**src/canf_pkg.sv**
```systemverilog
// Package with register map, field layout and mode codes of the CAN filter and interrupt block
// What this block does
// - Two-filter mode: each 32-bit bank compares full identifier; bank0 hit 0, bank1 hit 1
// - Four-filter mode: each 16-bit half-bank matches; hits 0-1 bank0, 2-3 bank1
// - Eight-filter mode: each byte matches first 8 identifier bits; hits 0-7
// - Closed mode never copies a newly received frame to foreground nor sets receive-full by acceptance
// - Pattern registers hold wanted identifier bits; don't-care bits skip comparison
// - Acceptance sets receive-full and loads three-bit hit code
// - Several matches report the lowest-numbered filter
// - Acceptance raises receive interrupt when its enable is set
// - Four vectors fed by eleven sources, each with own mask bit
// - Transmit interrupt requested while any enabled empty flag of three buffers set
// - Receive-full set right after end-of-frame of frame loaded to foreground
// - Wake flag set on receive-line activity while in sleep state
// - Overrun set when accepted frame arrives with both buffers full
// - Warning flags set when receive or transmit error counter reaches 96
// - Passive flags set when respective error counter exceeds 127
// - Bus-off flag set when transmit error counter exceeds 255
// - Sources map to wake, error, receive, transmit vectors; global mask gates all
// - Each request stays asserted while any enabled flag is set
// - Writing one clears a flag, writing zero leaves it
// - A write-one clear is void while the causing condition persists
// - Copy to foreground only while receive-full is clear, then set it
// - Own frames are not copied or interrupting, except in loop-back
package canf_pkg;
  // Register offsets (word index on the plain port)
  localparam logic [4:0] ADDR_PATTERN_0 = 5'h00; // Eight pattern bytes 0x00..0x07
  localparam logic [4:0] ADDR_DONTCARE_0 = 5'h08; // Eight don't-care bytes 0x08..0x0f
  localparam logic [4:0] ADDR_FILTER_CTRL = 5'h10;
  localparam logic [4:0] ADDR_RX_FLAG = 5'h11;
  localparam logic [4:0] ADDR_RX_IRQ_EN = 5'h12;
  localparam logic [4:0] ADDR_TX_FLAG = 5'h13;
  localparam logic [4:0] ADDR_TX_IRQ_EN = 5'h14;
  localparam logic [4:0] ADDR_STATUS = 5'h15;
  // Filter control fields
  localparam int MODE_LSB = 4;
  localparam int HIT_LSB = 0;
  localparam logic [7:0] FILTER_CTRL_RESET = 8'h00;
  // Receive flag / enable bit positions
  localparam int BIT_WAKE = 7;
  localparam int BIT_RX_WARN = 6;
  localparam int BIT_TX_WARN = 5;
  localparam int BIT_RX_PASS = 4;
  localparam int BIT_TX_PASS = 3;
  localparam int BIT_BUS_OFF = 2;
  localparam int BIT_OVERRUN = 1;
  localparam int BIT_RX_FULL = 0;
  localparam logic [7:0] ERROR_BITS = 8'h7e;
  localparam logic [7:0] IRQ_EN_RESET = 8'h00;
  localparam logic [2:0] TX_EMPTY_RESET = 3'h7;
  // Error counter thresholds
  localparam logic [8:0] WARN_LIMIT = 9'h060;
  localparam logic [8:0] PASSIVE_LIMIT = 9'h07f;
  localparam logic [8:0] BUS_OFF_LIMIT = 9'h0ff;
  // Filter modes
  typedef enum logic [1:0] {
    MODE_TWO = 2'h0,
    MODE_FOUR = 2'h1,
    MODE_EIGHT = 2'h2,
    MODE_CLOSED = 2'h3
  } filter_mode_t;
endpackage

```
**src/canf_match.sv**
```systemverilog
// Identifier comparator for both banks in all filter modes with lowest-hit priority
`timescale 1ns/1ps
module canf_match
  import canf_pkg::*;
(
  // Programming
  input wire logic [63:0] pattern,
  input wire logic [63:0] dont_care,
  input wire logic [1:0] mode,
  // Frame identifier as four bytes in order, byte 0 first
  input wire logic [31:0] frame_id,
  // Result
  output logic hit,
  output logic [2:0] hit_code
);
  logic [7:0] byte_ok;
  logic [7:0] filt;

  // Pattern byte p sits in bits (7-p)*8 +: 8; every filter starts at the first identifier byte
  genvar g;
  generate
    for (g = 0; g < 8; g++) begin : g_byte
      logic [7:0] cmp_id;
      // Frame byte this pattern byte faces in the current mode
      always_comb begin
        cmp_id = frame_id[31:24];
        unique case (filter_mode_t'(mode))
          MODE_TWO: cmp_id = frame_id[31 - 8 * ((7 - g) % 4) -: 8];
          MODE_FOUR: cmp_id = frame_id[31 - 8 * ((7 - g) % 2) -: 8];
          MODE_EIGHT, MODE_CLOSED: cmp_id = frame_id[31:24];
        endcase
      end
      // Per bit equal or ignored; a mask one means don't care
      assign byte_ok[g] = &(dont_care[g*8 +: 8] | ~(pattern[g*8 +: 8] ^ cmp_id));
    end
  endgenerate

  // Bank zero is pattern bytes 0..3, found in byte_ok[7:4]
  always_comb begin
    filt = 8'h00;
    unique case (filter_mode_t'(mode))
      MODE_TWO: begin
        filt[0] = &byte_ok[7:4];
        filt[1] = &byte_ok[3:0];
      end
      MODE_FOUR: begin
        filt[0] = byte_ok[7] & byte_ok[6];
        filt[1] = byte_ok[5] & byte_ok[4];
        filt[2] = byte_ok[3] & byte_ok[2];
        filt[3] = byte_ok[1] & byte_ok[0];
      end
      MODE_EIGHT: begin
        filt = {byte_ok[0], byte_ok[1], byte_ok[2], byte_ok[3],
                byte_ok[4], byte_ok[5], byte_ok[6], byte_ok[7]};
      end
      MODE_CLOSED: filt = 8'h00;
    endcase
  end

  // Lowest numbered filter wins
  always_comb begin
    hit_code = 3'h0;
    for (int i = 7; i >= 0; i--) begin
      if (filt[i]) begin
        hit_code = 3'(i);
      end
    end
  end
  assign hit = |filt;
endmodule // canf_match

```
**src/canf_irq.sv**
```systemverilog
// Interrupt vector gating: sources times local masks, then the global mask
`timescale 1ns/1ps
module canf_irq
  import canf_pkg::*;
(
  // Flags and enables
  input wire logic [7:0] rx_flag_reg,
  input wire logic [7:0] rx_irq_en,
  input wire logic [2:0] tx_flag_reg,
  input wire logic [2:0] tx_irq_en,
  input wire logic global_irq_mask,
  // Vectors
  output logic irq_wake,
  output logic irq_error,
  output logic irq_rx,
  output logic irq_tx
);
  logic [7:0] rx_act;
  assign rx_act = rx_flag_reg & rx_irq_en;
  // Level requests, held while any enabled flag stays set
  assign irq_wake = global_irq_mask & rx_act[BIT_WAKE];
  assign irq_error = global_irq_mask & (|(rx_act & ERROR_BITS));
  assign irq_rx = global_irq_mask & rx_act[BIT_RX_FULL];
  assign irq_tx = global_irq_mask & (|(tx_flag_reg & tx_irq_en));
endmodule // canf_irq

```
**src/canf_top.sv**
```systemverilog
// CAN identifier acceptance filter with receive buffering flags and interrupt sources
`timescale 1ns/1ps
module canf_top
  import canf_pkg::*;
(
  // Clock and reset
  input wire logic clk_sys,
  input wire logic reset,
  // Register port
  input wire logic [4:0] reg_addr,
  input wire logic [7:0] reg_wdata,
  input wire logic reg_write,
  input wire logic reg_read,
  output logic [7:0] reg_rdata,
  // Receive engine: frame in background buffer at end of frame
  input wire logic frame_done,
  input wire logic [31:0] frame_id,
  input wire logic frame_own,
  input wire logic loop_back,
  // Transmit engine
  input wire logic [2:0] tx_sent,
  // Protocol state
  input wire logic [8:0] rx_err_count,
  input wire logic [8:0] tx_err_count,
  input wire logic sleep_state,
  input wire logic rx_line,
  input wire logic global_irq_mask,
  // Outputs
  output logic copy_to_fore,
  output logic irq_wake,
  output logic irq_error,
  output logic irq_rx,
  output logic irq_tx
);
  typedef struct packed {
    logic [63:0] pattern;
    logic [63:0] dont_care;
    logic [1:0] mode;
    logic [2:0] hit_code;
    logic [7:0] rx_flag;
    logic [7:0] rx_en;
    logic [2:0] tx_flag;
    logic [2:0] tx_en;
    logic back_full;
    logic [2:0] back_code;
    logic copy;
    logic [7:0] rdata;
    logic [2:0] line_sync;
  } state_t;

  state_t r;
  state_t next_r;
  logic hit;
  logic [2:0] hit_code;
  logic [7:0] cond;
  logic line_act;

  canf_match u_match (
    .pattern(r.pattern),
    .dont_care(r.dont_care),
    .mode(r.mode),
    .frame_id(frame_id),
    .hit(hit),
    .hit_code(hit_code)
  );

  canf_irq u_irq (
    .rx_flag_reg(r.rx_flag),
    .rx_irq_en(r.rx_en),
    .tx_flag_reg(r.tx_flag),
    .tx_irq_en(r.tx_en),
    .global_irq_mask(global_irq_mask),
    .irq_wake(irq_wake),
    .irq_error(irq_error),
    .irq_rx(irq_rx),
    .irq_tx(irq_tx)
  );

  // Receive line is asynchronous; a low level counts once stages two and three agree
  assign line_act = (r.line_sync[1] == r.line_sync[2]) & ~r.line_sync[1];

  // Live conditions of the error and wake flags; while one persists its flag resists clearing
  always_comb begin
    cond = 8'h00;
    cond[BIT_RX_WARN] = rx_err_count >= WARN_LIMIT;
    cond[BIT_TX_WARN] = tx_err_count >= WARN_LIMIT;
    cond[BIT_RX_PASS] = rx_err_count > PASSIVE_LIMIT;
    cond[BIT_TX_PASS] = tx_err_count > PASSIVE_LIMIT;
    cond[BIT_BUS_OFF] = tx_err_count > BUS_OFF_LIMIT;
    cond[BIT_WAKE] = sleep_state & line_act;
  end

  // Whole next state
  always_comb begin
    logic accept;
    logic [7:0] rx_set;
    logic [7:0] rx_clr;
    logic [2:0] tx_clr;
    logic forward;
    accept = 1'b0;
    forward = 1'b0;
    rx_set = 8'h00;
    rx_clr = 8'h00;
    tx_clr = 3'h0;
    next_r = r;
    next_r.copy = 1'b0;
    next_r.rdata = 8'h00;
    next_r.line_sync = {r.line_sync[1:0], rx_line};
    rx_set = cond;

    // Frame handling: own frames stay in the background unless looped back
    accept = frame_done & hit & (~frame_own | loop_back);
    // Held frame moves forward first, carrying its own hit code, so older data is never overtaken
    forward = r.back_full & ~r.rx_flag[BIT_RX_FULL] & ~sleep_state;
    if (forward) begin
      next_r.back_full = 1'b0;
      next_r.copy = 1'b1;
      next_r.hit_code = r.back_code;
      rx_set[BIT_RX_FULL] = 1'b1;
    end
    if (accept) begin
      if (!r.rx_flag[BIT_RX_FULL] && !r.back_full) begin
        rx_set[BIT_RX_FULL] = 1'b1;
        next_r.copy = 1'b1;
        next_r.hit_code = hit_code;
      end else if (r.back_full && !forward) begin
        rx_set[BIT_OVERRUN] = 1'b1;
      end else begin
        // Background slot is free, or is being freed by the forward move this cycle
        next_r.back_full = 1'b1;
        next_r.back_code = hit_code;
      end
    end

    // Register writes
    if (reg_write) begin
      if (reg_addr < ADDR_DONTCARE_0) begin
        next_r.pattern[(7 - reg_addr[2:0]) * 8 +: 8] = reg_wdata;
      end else if (reg_addr < ADDR_FILTER_CTRL) begin
        next_r.dont_care[(7 - reg_addr[2:0]) * 8 +: 8] = reg_wdata;
      end else begin
        unique case (reg_addr)
          ADDR_FILTER_CTRL: next_r.mode = reg_wdata[MODE_LSB +: 2];
          ADDR_RX_FLAG: rx_clr = reg_wdata;
          ADDR_RX_IRQ_EN: next_r.rx_en = reg_wdata;
          ADDR_TX_FLAG: tx_clr = reg_wdata[2:0]; // Software schedules the buffer
          ADDR_TX_IRQ_EN: next_r.tx_en = reg_wdata[2:0];
          default: ;
        endcase
      end
    end

    // Set wins over clear, and a clear is void while the cause remains
    next_r.rx_flag = (r.rx_flag & ~(rx_clr & ~cond)) | rx_set;
    next_r.tx_flag = (r.tx_flag & ~tx_clr) | tx_sent;

    // Register reads, data in the following cycle
    if (reg_read) begin
      if (reg_addr < ADDR_DONTCARE_0) begin
        next_r.rdata = r.pattern[(7 - reg_addr[2:0]) * 8 +: 8];
      end else if (reg_addr < ADDR_FILTER_CTRL) begin
        next_r.rdata = r.dont_care[(7 - reg_addr[2:0]) * 8 +: 8];
      end else begin
        unique case (reg_addr)
          ADDR_FILTER_CTRL: next_r.rdata = {2'h0, r.mode, 1'b0, r.hit_code};
          ADDR_RX_FLAG: next_r.rdata = r.rx_flag;
          ADDR_RX_IRQ_EN: next_r.rdata = r.rx_en;
          ADDR_TX_FLAG: next_r.rdata = {5'h00, r.tx_flag};
          ADDR_TX_IRQ_EN: next_r.rdata = {5'h00, r.tx_en};
          ADDR_STATUS: next_r.rdata = {6'h00, sleep_state, r.back_full};
          default: next_r.rdata = 8'h00;
        endcase
      end
    end
  end

  // State register
  always_ff @(posedge clk_sys) begin
    if (reset) begin
      r <= '0;
      r.tx_flag <= TX_EMPTY_RESET;
      r.line_sync <= 3'h7;
    end else begin
      r <= next_r;
    end
  end

  assign reg_rdata = r.rdata;
  assign copy_to_fore = r.copy;
endmodule // canf_top

```
**config.mk**
```make
export PLATFORM = sky130hd
export DESIGN_NAME = canf_top
export DESIGN_NICKNAME = d
export VERILOG_FILES = /design/src/canf_pkg.sv /design/src/canf_match.sv /design/src/canf_irq.sv /design/src/canf_top.sv
export SDC_FILE = /design/constraint.sdc
export NUM_CORES = 1
export LEC_CHECK = 0
export BUFFER_PORTS_ARGS = -buffer_cell sky130_fd_sc_hd__buf_2
export CORE_ASPECT_RATIO = 1.5
export CORE_MARGIN = 2
export CORE_UTILIZATION = 50
export CTS_CLUSTER_SIZE = 28
export DETAILED_ROUTE_END_ITERATION = 10
export PLACE_DENSITY_LB_ADDON = 0.15
export SYNTH_ARGS = -nofsm -noshare
export SYNTH_HDL_FRONTEND = slang
export SYNTH_SLANG_ARGS = --single-unit
```
**constraint.sdc**
```tcl
create_clock -name clk_sys -period 2.9 [get_ports clk_sys]
set_input_delay 0.145 -clock clk_sys [delete_from_list [all_inputs] [get_ports clk_sys]]
set_output_delay 0.145 -clock clk_sys [all_outputs]
set_load 0.01 [all_outputs]
```
==> impl_metrics.tcl, run 1 <==
set metrics [dict create \
    run_status "finished with violations" \
    violations "setup timing" \
    drt-wirelength-per-cell_um 23.9 \
    fin_ws_ps -227 \
    power_mw 5.24 \
    cp_max_fo 7 \
    synth_compound_area_frac 0.152 \
    die-area_um2 19600 \
    async_reset_ff_frac 0 \
    synth_top_family_by_area "simple AND/OR/NAND/NOR gates" \
    io_buffer_count 78 \
    peakVddDrop_mv 0.387 \
    dr.pass1.iters 5 \
    critPathKind "reg2reg" \
    worstPathRequired_ps 3230 \
    clkSinkCount 171 \
    grt_pass1_vias 8509 \
    htree_levels 4 \
    final_max_slew_viol_count 0 \
    ys_seq_area_frac 0.371 \
    synth_area_um2 9220 \
    end_kind "flip-flop" \
    synth_commonest_cells "nor2_1 (283), dfxtp_1 (171), a21oi_1 (110), mux2i_1 (77), nand2_1 (65)" \
    antenna_found_initial 0 \
    grt_usage 0.351 \
    syn_inst 1078 \
    tritoncts "built" \
    fp.dieW_um 115 \
    synth-edff-count 0 \
    setup_violations 10 \
    drive_gt1_frac 0.259 \
    num_vias 8827 \
    grt_max_degree 154 \
    clkLatencyLatePin_ps 440 \
    diodes 0 \
    power_density_nw_per_um2 452 \
    yosysMostFrequentCell "nor2_1" \
    clk_path_buf_depth 2 \
    cts_buffers 17 \
    ios 89 \
    synth_top_cell_by_area "dfxtp_1" \
    synthXorXnorAreaFrac 0.0418 \
    overflow 0 \
    cp-start-kind "flip-flop" \
    yosys_warnings 0 \
    cap_violations 0 \
    ys_ff_latch 171 \
    core_um2 18000 \
    slew_headroom 0.464 \
    arrival_ps 3450 \
    post-route-period-util 1.08 \
    vias_per_cell 6.18 \
    synth_ff_type "dfxtp_1" \
    synthAdderAreaFrac 0.0122 \
    ys_types 65 \
    min_period_ps 3130 \
    synthTopCellsByArea "dfxtp_1 (37%), nor2_1 (12%), mux4_2 (9.0%)" \
    hold_viol_final 0 \
    syn_to_final_growth_pct 25.7 \
    placed_cells 1373 \
    initial_core_util 0.512 \
    drt_wl_total_mm 34.1 \
    synthSimpleGateAreaFrac 0.195 \
    ant_nets 0 \
    rows 60 \
    grt_pass1_wl_mm 50.2 \
    min_path_type "in2reg" \
    tightestPinTransition_ps 803 \
    final_nets 1284 \
    clock-root-buffer "clkbuf_16" \
    leakage_nw 4.77 \
    drtIter0Drc 939 \
    skew_ps 6.14 \
    synth.area.mux_share 0.188 \
    fmax_ghz 0.320 \
    syn_nets 1163 \
    r2r_slack_ps -230 \
    rsz0062_at_grt "true" \
    die_y_um 170 \
    hpwlAfterDp_mm 24.8 \
    drcViolationCount 0 \
    gp_congestion 0.965 \
    clk_pin_slew_worst_paths_ps 70 \
    synth.top_cell.area_share 0.371 \
    syn_avg_cell_area_um2 8.55 \
    finalNonFillerCells 1429 \
]
## area by class of cell
type | count | area, um2
tap | 217 | 272
fill | 1508 | 6420
timing repair buffer | 174 | 1250
clock buffer | 18 | 429
inverter | 13 | 66.3
clock inverter | 14 | 154
multi-input combinational | 822 | 5990
sequential | 171 | 3430
## metal layers
layer | vias to the layer above | global-route usage | wire length (um)
met3 | 168 | 0.0698 | 2600
met4 | 0 | 0.261 | 3090
li1 | 4022 | - | -
met1 | 4157 | 0.393 | 12100
met5 | - | 0 | 0
met2 | 480 | 0.584 | 16400
## placed cells by master (no fill, tap or decap), types with 8 or more instances in the layout
| cell type | n |
|---|---|
| a31oi_1 | 8 |
| xnor2_1 | 19 |
| nor2_1 | 283 |
| mux2i_1 | 69 |
| nand2_1 | 65 |
| xor2_1 | 22 |
| buf_4 | 68 |
| buf_6 | 11 |
| dfxtp_1 | 169 |
| mux4_2 | 37 |
| nor3_1 | 9 |
| dlygate4sd3_1 | 13 |
| mux2i_4 | 8 |
| a21oi_1 | 109 |
| inv_1 | 10 |
| o22ai_1 | 14 |
| buf_2 | 77 |
| clkbuf_16 | 17 |
| nor2b_1 | 24 |
| a22oi_1 | 14 |
## where the power goes
part           switching [mW]  internal, mW  total, mW
Sequential             0.0135          2.36       2.37
Combinational           0.345         0.235      0.580
Clock                    1.07          1.22       2.29
## worst max-delay path, cell delays in order (launching register included)
cell and delay [ps]:
dfxtp_4 360, inv_4 70, ha_4 190, buf_16 140, buf_8 140, clkinv_8 70, buf_6 120, a2bb2oi_4 140
buf_6 130, xnor2_2 130, o2111ai_2 310, nor3_4 110, buf_6 140, a41oi_4 230, o211ai_4 170, o21ai_4 240
mux2_4 310
## kinds of logic after synthesis
logic type,count (synthesis)
and+or+nand+nor,424
AOI/OAI and AO/OA,221
muxes,124
xor gates and xnor gates,44
buffers and inverters,85
adders and majority gates,9
DFF,171
## final timing paths
check        cells after the start                  from                   end
min                              3           sleep_state      r[37]$_SDFF_PP0_
max reg2reg                     16    r[41]$_SDFFE_PP0P_    r[14]$_SDFFE_PP0P_
max                             16    r[41]$_SDFFE_PP0P_    r[14]$_SDFFE_PP0P_
min reg2reg                      1  next_r[1]$_SDFF_PP1_  next_r[2]$_SDFF_PP1_
## timing repair
action                     4_1_cts  5_1_grt
setup endpoints to repair       10       10
hold endpoints to repair        11        0
pin swaps                       24       28
hold buffers                    13        0
cloned                           1        0
buffers inserted                 4        7
gates resized for setup         66       54
## registers in the layout, indices dropped and copies added, names as in the netlist
signal        count
r               160
reg_rdata         8
next_r            2
copy_to_fore      1
## through the flow
| stage | utilization | setup TNS [ps] | instance area (um2) | setup WS, ps | hold WS (ps) |
|---|---|---|---|---|---|
| after floorplan | - | 0 | 9230 | 2.44 | 239 |
| after global placement | 0.562 | -5380 | 10100 | -574 | 326 |
| after detailed placement | 0.562 | -5420 | 10100 | -581 | 330 |
| after CTS | 0.624 | -1570 | 11200 | -196 | 71.2 |
| after global routing | 0.643 | -2640 | 11600 | -308 | 115 |
| final | 0.643 | -1700 | 11600 | -227 | 81.7 |
(Power assumes the default switching activity.)
==> run 2: changes to the inputs <==
CORE_ASPECT_RATIO = 1.75   (was 1.5)
SYNTH_HIERARCHICAL = 1   (was not set)
==> impl_metrics.tcl, run 2 <==
set metrics [dict create \
    postLayoutCoreUtil 0.626 \
    io_buffer_count 78 \
    synthTopCellsByArea "dfxtp_1 (35%), mux2i_1 (13%), mux4_2 (7.4%)" \
    synth_commonest_cells "dfxtp_1 (171), mux2i_1 (123), nor2_1 (123), nand2_1 (78), nand3_1 (71)" \
    synth.top_cell.area_share 0.352 \
    min_to "r[36]$_SDFF_PP0_" \
    whs_ps 14.9 \
    final_common_cell "dfxtp_1" \
    synth_compound_area_frac 0.125 \
    ios 89 \
    synthXorXnorAreaFrac 0.0613 \
    crit_path_top_delay_cell "or4_4" \
    drcViolationCount 0 \
    violations "setup timing" \
    setup_violations 10 \
    diodes 0 \
    antenna_found_initial 0 \
    num-fill-cells 1732 \
    run_status "finished with violations" \
    die-area_um2 20600 \
    clk_pin_slew_worst_paths_ps 70 \
    ant_nets 0 \
    final_max_slew_viol_count 0 \
    reg2reg_depth 16 \
    synth_top_family_by_area "multiplexers" \
    drtIter0Drc 916 \
    final_cell_mix "dfxtp_1 (170), nor2_1 (120), buf_4 (117)" \
    cts_buffers 17 \
    clkLatencyLatePin_ps 450 \
    grt_max_degree 164 \
    slowest_delay_ps 570 \
    grt_pass1_wl_mm 55.6 \
    slew_headroom 0.385 \
    fin_ws_ps -395 \
    clock-root-buffer "clkbuf_16" \
    clk_path_buf_depth 2 \
    htree_levels 4 \
    tritoncts "built" \
    synthSimpleGateAreaFrac 0.201 \
    syn_nets 1137 \
    die_y_um 188 \
    overflow 0 \
    tns_ps -3370 \
    drive_gt1_frac 0.276 \
    power_density_nw_per_um2 440 \
    drt_wl_total_mm 38.5 \
    tightestPinTransition_ps 917 \
    synth_area_um2 9720 \
    hpwlAfterDp_mm 28.2 \
    clkSinkCount 171 \
    rsz0062_at_grt "true" \
    hold_depth 3 \
    ys_seq_area_frac 0.352 \
    cp_common_cell "buf_4" \
    synthAdderAreaFrac 0.0116 \
    end_kind "flip-flop" \
    r2r_start "r[41]$_SDFFE_PP0P_" \
    final_nets 1288 \
    async_reset_ff_frac 0 \
    synth_ff_type "dfxtp_1" \
    skew_ps 6.88 \
    dr.pass1.iters 8 \
    hp-start "rx_err_count[5]" \
    synth_top_cell_by_area "dfxtp_1" \
    synth.area.mux_share 0.205 \
    grt_usage 0.377 \
    gp_congestion 1.04 \
    arrival_ps 3600 \
    syn_inst 1052 \
    worstPathRequired_ps 3200 \
    critPathKind "reg2reg" \
    num_vias 9213 \
    grt_pass1_vias 8945 \
    yosys_warnings 6 \
    cp_max_fo 9 \
    ys_ff_latch 171 \
    peakVddDrop_mv 0.372 \
    syn_avg_cell_area_um2 9.24 \
    leakage_nw 4.84 \
    min_period_ps 3300 \
    min_path_type "in2reg" \
    hold_viol_final 0 \
    r2r_slack_ps -400 \
    fp.dieW_um 109 \
    regMostFlops "r" \
    core_um2 19100 \
    critPathTopFamily "simple AND/OR/NAND/NOR gates" \
    cp-start-kind "flip-flop" \
    largest_reg_flops 160 \
    timing.rr.end "r[39]$_SDFF_PP0_" \
    post-route-period-util 1.14 \
    yosysMostFrequentCell "dfxtp_1" \
    drt-wirelength-per-cell_um 26.4 \
    cap_violations 0 \
    rows 67 \
    synth-edff-count 0 \
    crit_buf_inv 4 \
    path_cells "buf_4 > ha_2 > buf_12 > a22oi_2 > xor2_1 > nor2_1 > o31ai_2 > buf_4 > buf_4 > a41oi_2 > nor3b_2 > or4_4 > nand2_2 > or4_4 > nor2_2 > a211oi_1" \
    fmax_ghz 0.303 \
    ys_types 75 \
    initial_core_util 0.509 \
    syn_to_final_growth_pct 23.1 \
    vias_per_cell 6.32 \
]
[run 2: final cells by class]
| cell class | instances | area [um2] | share of cell area |
|---|---|---|---|
| Multi-Input combinational cell | 793 | 6130 | 0.512 |
| Sequential cell | 171 | 3430 | 0.286 |
| Timing Repair Buffer | 211 | 1500 | 0.125 |
| Clock buffer | 19 | 453 | 0.0378 |
| Tap cell | 241 | 302 | 0.0252 |
| Clock inverter | 13 | 124 | 0.0103 |
| Inverter | 9 | 38.8 | 0.00324 |
[run 2: stage by stage]
| stage | setup WS, ps | std cells | power [mW] | cell area (um2) |
|---|---|---|---|---|
| 6_report | -395 | 1457 | 5.26 | 12000 |
| 5_1_grt | -449 | 1457 | 5.39 | 12000 |
| 4_1_cts | -286 | 1455 | 5.26 | 11900 |
| 3_5_place_dp | -513 | 1402 | 3.00 | 11000 |
| 3_3_place_gp | -488 | 1402 | 3.00 | 11000 |
| 2_1_floorplan | -313 | 1052 | 2.76 | 9870 |
[run 2: power by group]
part / total [mW] / internal, mW / switching, mW
sequential: 2.38 / 2.36 / 0.0156
combinational: 0.616 / 0.226 / 0.391
clock: 2.27 / 1.18 / 1.09
total: 5.26 / 3.77 / 1.49
[run 2: how the worst max path moves through the flow]
stage | start | to | depth (start not counted)
6_report | r[41]$_SDFFE_PP0P_ | r[39]$_SDFF_PP0_ | 16
5_1_grt | r[41]$_SDFFE_PP0P_ | r[39]$_SDFF_PP0_ | 16
4_1_cts | r[42]$_SDFFE_PP0P_ | r[40]$_SDFF_PP0_ | 17
3_5_place_dp | r[42]$_SDFFE_PP0P_ | r[39]$_SDFF_PP0_ | 14
3_3_place_gp | r[42]$_SDFFE_PP0P_ | r[40]$_SDFF_PP0_ | 14
2_1_floorplan | r[42]$_SDFFE_PP0P_ | r[40]$_SDFF_PP0_ | 18
[run 2: per-layer routing]
layer	part of all wire	track usage	routed length (um)
met2	0.48	0.618	18300
met4	0.10	0.319	4010
met5	0	0	0
met3	0.073	0.0598	2820
met1	0.35	0.415	13300
[run 2: worst min-delay path: stages]
cell and delay, ps:
buf_2 80, a211oi_1 90, a21oi_1 120
[run 2: repair_timing]
item / CTS / global route
buffers inserted: 11 / 2
pin swaps: 9 / 9
resized for setup: 23 / 11
setup endpoints to repair: 10 / 10
hold buffers: 10 / 0
gates cloned: 1 / 0
endpoints found under the hold margin: 8 / 0
[run 2: cell families after synthesis]
logic type               Yosys count
AO/OA/AOI/OAI                    176
adder cells (fa/ha/maj)            9
flip-flops                       171
buffers and inverters             88
AND/OR/NAND/NOR                  382
multiplexers                     158
XOR/XNOR                          68
==> run 3: changes to the inputs <==
CORE_ASPECT_RATIO = not set   (was 1.75)
==> impl_metrics.tcl, run 3 (synthesis results as in run 2) <==
set metrics [dict create \
    run_status "finished with violations" \
    violations "setup timing" \
    dr.pass1.iters 7 \
    power_density_nw_per_um2 438 \
    final_cell_mix "dfxtp_1 (169), buf_4 (122), nor2_1 (120)" \
    cap_violations 0 \
    r2r_slack_ps -390 \
    clkLatencyLatePin_ps 440 \
    diodes 0 \
    antenna_found_initial 1 \
    worstPathRequired_ps 3200 \
    drcViolationCount 0 \
    hold_viol_final 0 \
    final_nets 1303 \
    min_path_type "in2reg" \
    setup_violations 10 \
    fp.dieW_um 143 \
    die_y_um 143 \
    tritoncts "built" \
    arrival_ps 3590 \
    final_common_cell "dfxtp_1" \
    initial_core_util 0.505 \
    vias_per_cell 6.18 \
    drt-wirelength-per-cell_um 24.7 \
    die-area_um2 20600 \
    min_period_ps 3290 \
    rows 51 \
    final_max_slew_viol_count 0 \
    grt_pass1_vias 8639 \
    cp_max_fo 8 \
    skew_ps 7.47 \
    clk_path_buf_depth 2 \
    clock-root-buffer "clkbuf_16" \
    leakage_nw 4.95 \
    num_vias 9229 \
    grt_pass1_wl_mm 53.4 \
    cp-startpoint "r[41]$_SDFFE_PP0P_" \
    drt_wl_total_mm 36.8 \
    largest_reg_flops 160 \
    fin_ws_ps -391 \
    path_cells "inv_2 > ha_4 > buf_4 > mux2i_4 > xor2_1 > o22ai_1 > nor4_2 > buf_4 > and4_1 > o21ai_2 > nand2_2 > or4_4 > nand2_4 > or4_4 > nor2_4 > a211oi_2" \
    slowest_delay_ps 610 \
    crit_buf_inv 3 \
    io_buffer_count 78 \
    peakVddDrop_mv 0.362 \
    num-fill-cells 1641 \
    regMostFlops "r" \
    preCtsSetupSlack_ps -506 \
    syn_to_final_growth_pct 25.8 \
    ios 89 \
    whs_ps 111 \
    fmax_ghz 0.304 \
    gp_congestion 0.987 \
    drtIter0Drc 1199 \
    r2r_start "r[41]$_SDFFE_PP0P_" \
    post-route-period-util 1.13 \
    grt_max_degree 164 \
    clkSinkCount 171 \
    ant_nets 0 \
    htree_levels 4 \
    critPathTopFamily "simple AND/OR/NAND/NOR gates" \
    cp-start-kind "flip-flop" \
    end_kind "flip-flop" \
    postLayoutCoreUtil 0.635 \
    core_um2 19300 \
    hp-start "reg_addr[2]" \
    rsz0062_at_grt "true" \
    clk_pin_slew_worst_paths_ps 70 \
    critPathKind "reg2reg" \
    grt_usage 0.358 \
    overflow 0 \
    tightestPinTransition_ps 923 \
    crit_path_top_delay_cell "or4_4" \
    hpwlAfterDp_mm 26.5 \
    slew_headroom 0.384 \
    drive_gt1_frac 0.289 \
    cts_buffers 17 \
]
-- run 3: changes by cell type in the layout (fill, tap and decap cells not counted), sizes merged --
cell,before,now
clkbuf,19,18
buf,201,212
bufinv,0,2
clkinv,4,2
dlygate4sd3,10,14
clkinvlp,0,5
inv,18,12
-- run 3: stage by stage --
stage | instances | cell area, um2 | total power, mW | setup TNS, ps
CTS | 1489 | 12100 | 5.33 | -1950
floorplan | 1052 | 9870 | 2.76 | -1880
global route | 1494 | 12200 | 5.50 | -4290
detailed placement | 1431 | 11100 | 3.02 | -3710
finish | 1494 | 12200 | 5.35 | -3000
global placement | 1431 | 11100 | 3.02 | -3280
-- run 3: layout make-up --
type,count,area (um2),area share
Clock buffer,18,439,0.0359
Clock inverter,12,141,0.0116
Inverter,9,38.8,0.00317
Multi-Input combinational cell,793,6220,0.509
Sequential cell,171,3430,0.280
Tap cell,265,332,0.0271
Timing Repair Buffer,226,1630,0.133
-- run 3: power breakdown --
group | internal, mW | leakage, nW | total (mW) | switching, mW
Clock | 1.29 | 0.268 | 2.33 | 1.03
Combinational | 0.246 | 3.30 | 0.647 | 0.402
Sequential | 2.36 | 1.38 | 2.38 | 0.0156
Total | 3.90 | 4.95 | 5.35 | 1.45
-- run 3: tightest hold or removal path, cell delays in order --
cell and delay, ps:
buf_2 130, nor4bb_4 80, nand3_1 80, a21oi_1 60
-- run 3: metal layers --
layer  GRT usage  vias up  part of all wire
met4       0.179        0             0.052
met3      0.0656      129             0.091
met1       0.484     4445              0.41
met2       0.552      526              0.44
met5           0        -                 0
li1            -     4129                 -
-- run 3: path summary, 6_finish.rpt --
| path | to | cells past startpoint |
|---|---|---|
| worst max-delay path | r[38]$_SDFF_PP0_ | 16 |
| worst min-delay path | r[22]$_SDFFE_PP0P_ | 4 |
| worst max register to register | r[38]$_SDFF_PP0_ | 16 |
| worst min register to register | next_r[2]$_SDFF_PP1_ | 1 |
-- run 3: what timing repair did --
action | 4_1_cts | 5_1_grt
hold buffers | 14 | 0
endpoints found under the hold margin | 10 | 0
setup buffers | 14 | 6
pin swaps | 24 | 20
setup endpoints to repair | 10 | 10
resized for setup | 31 | 24
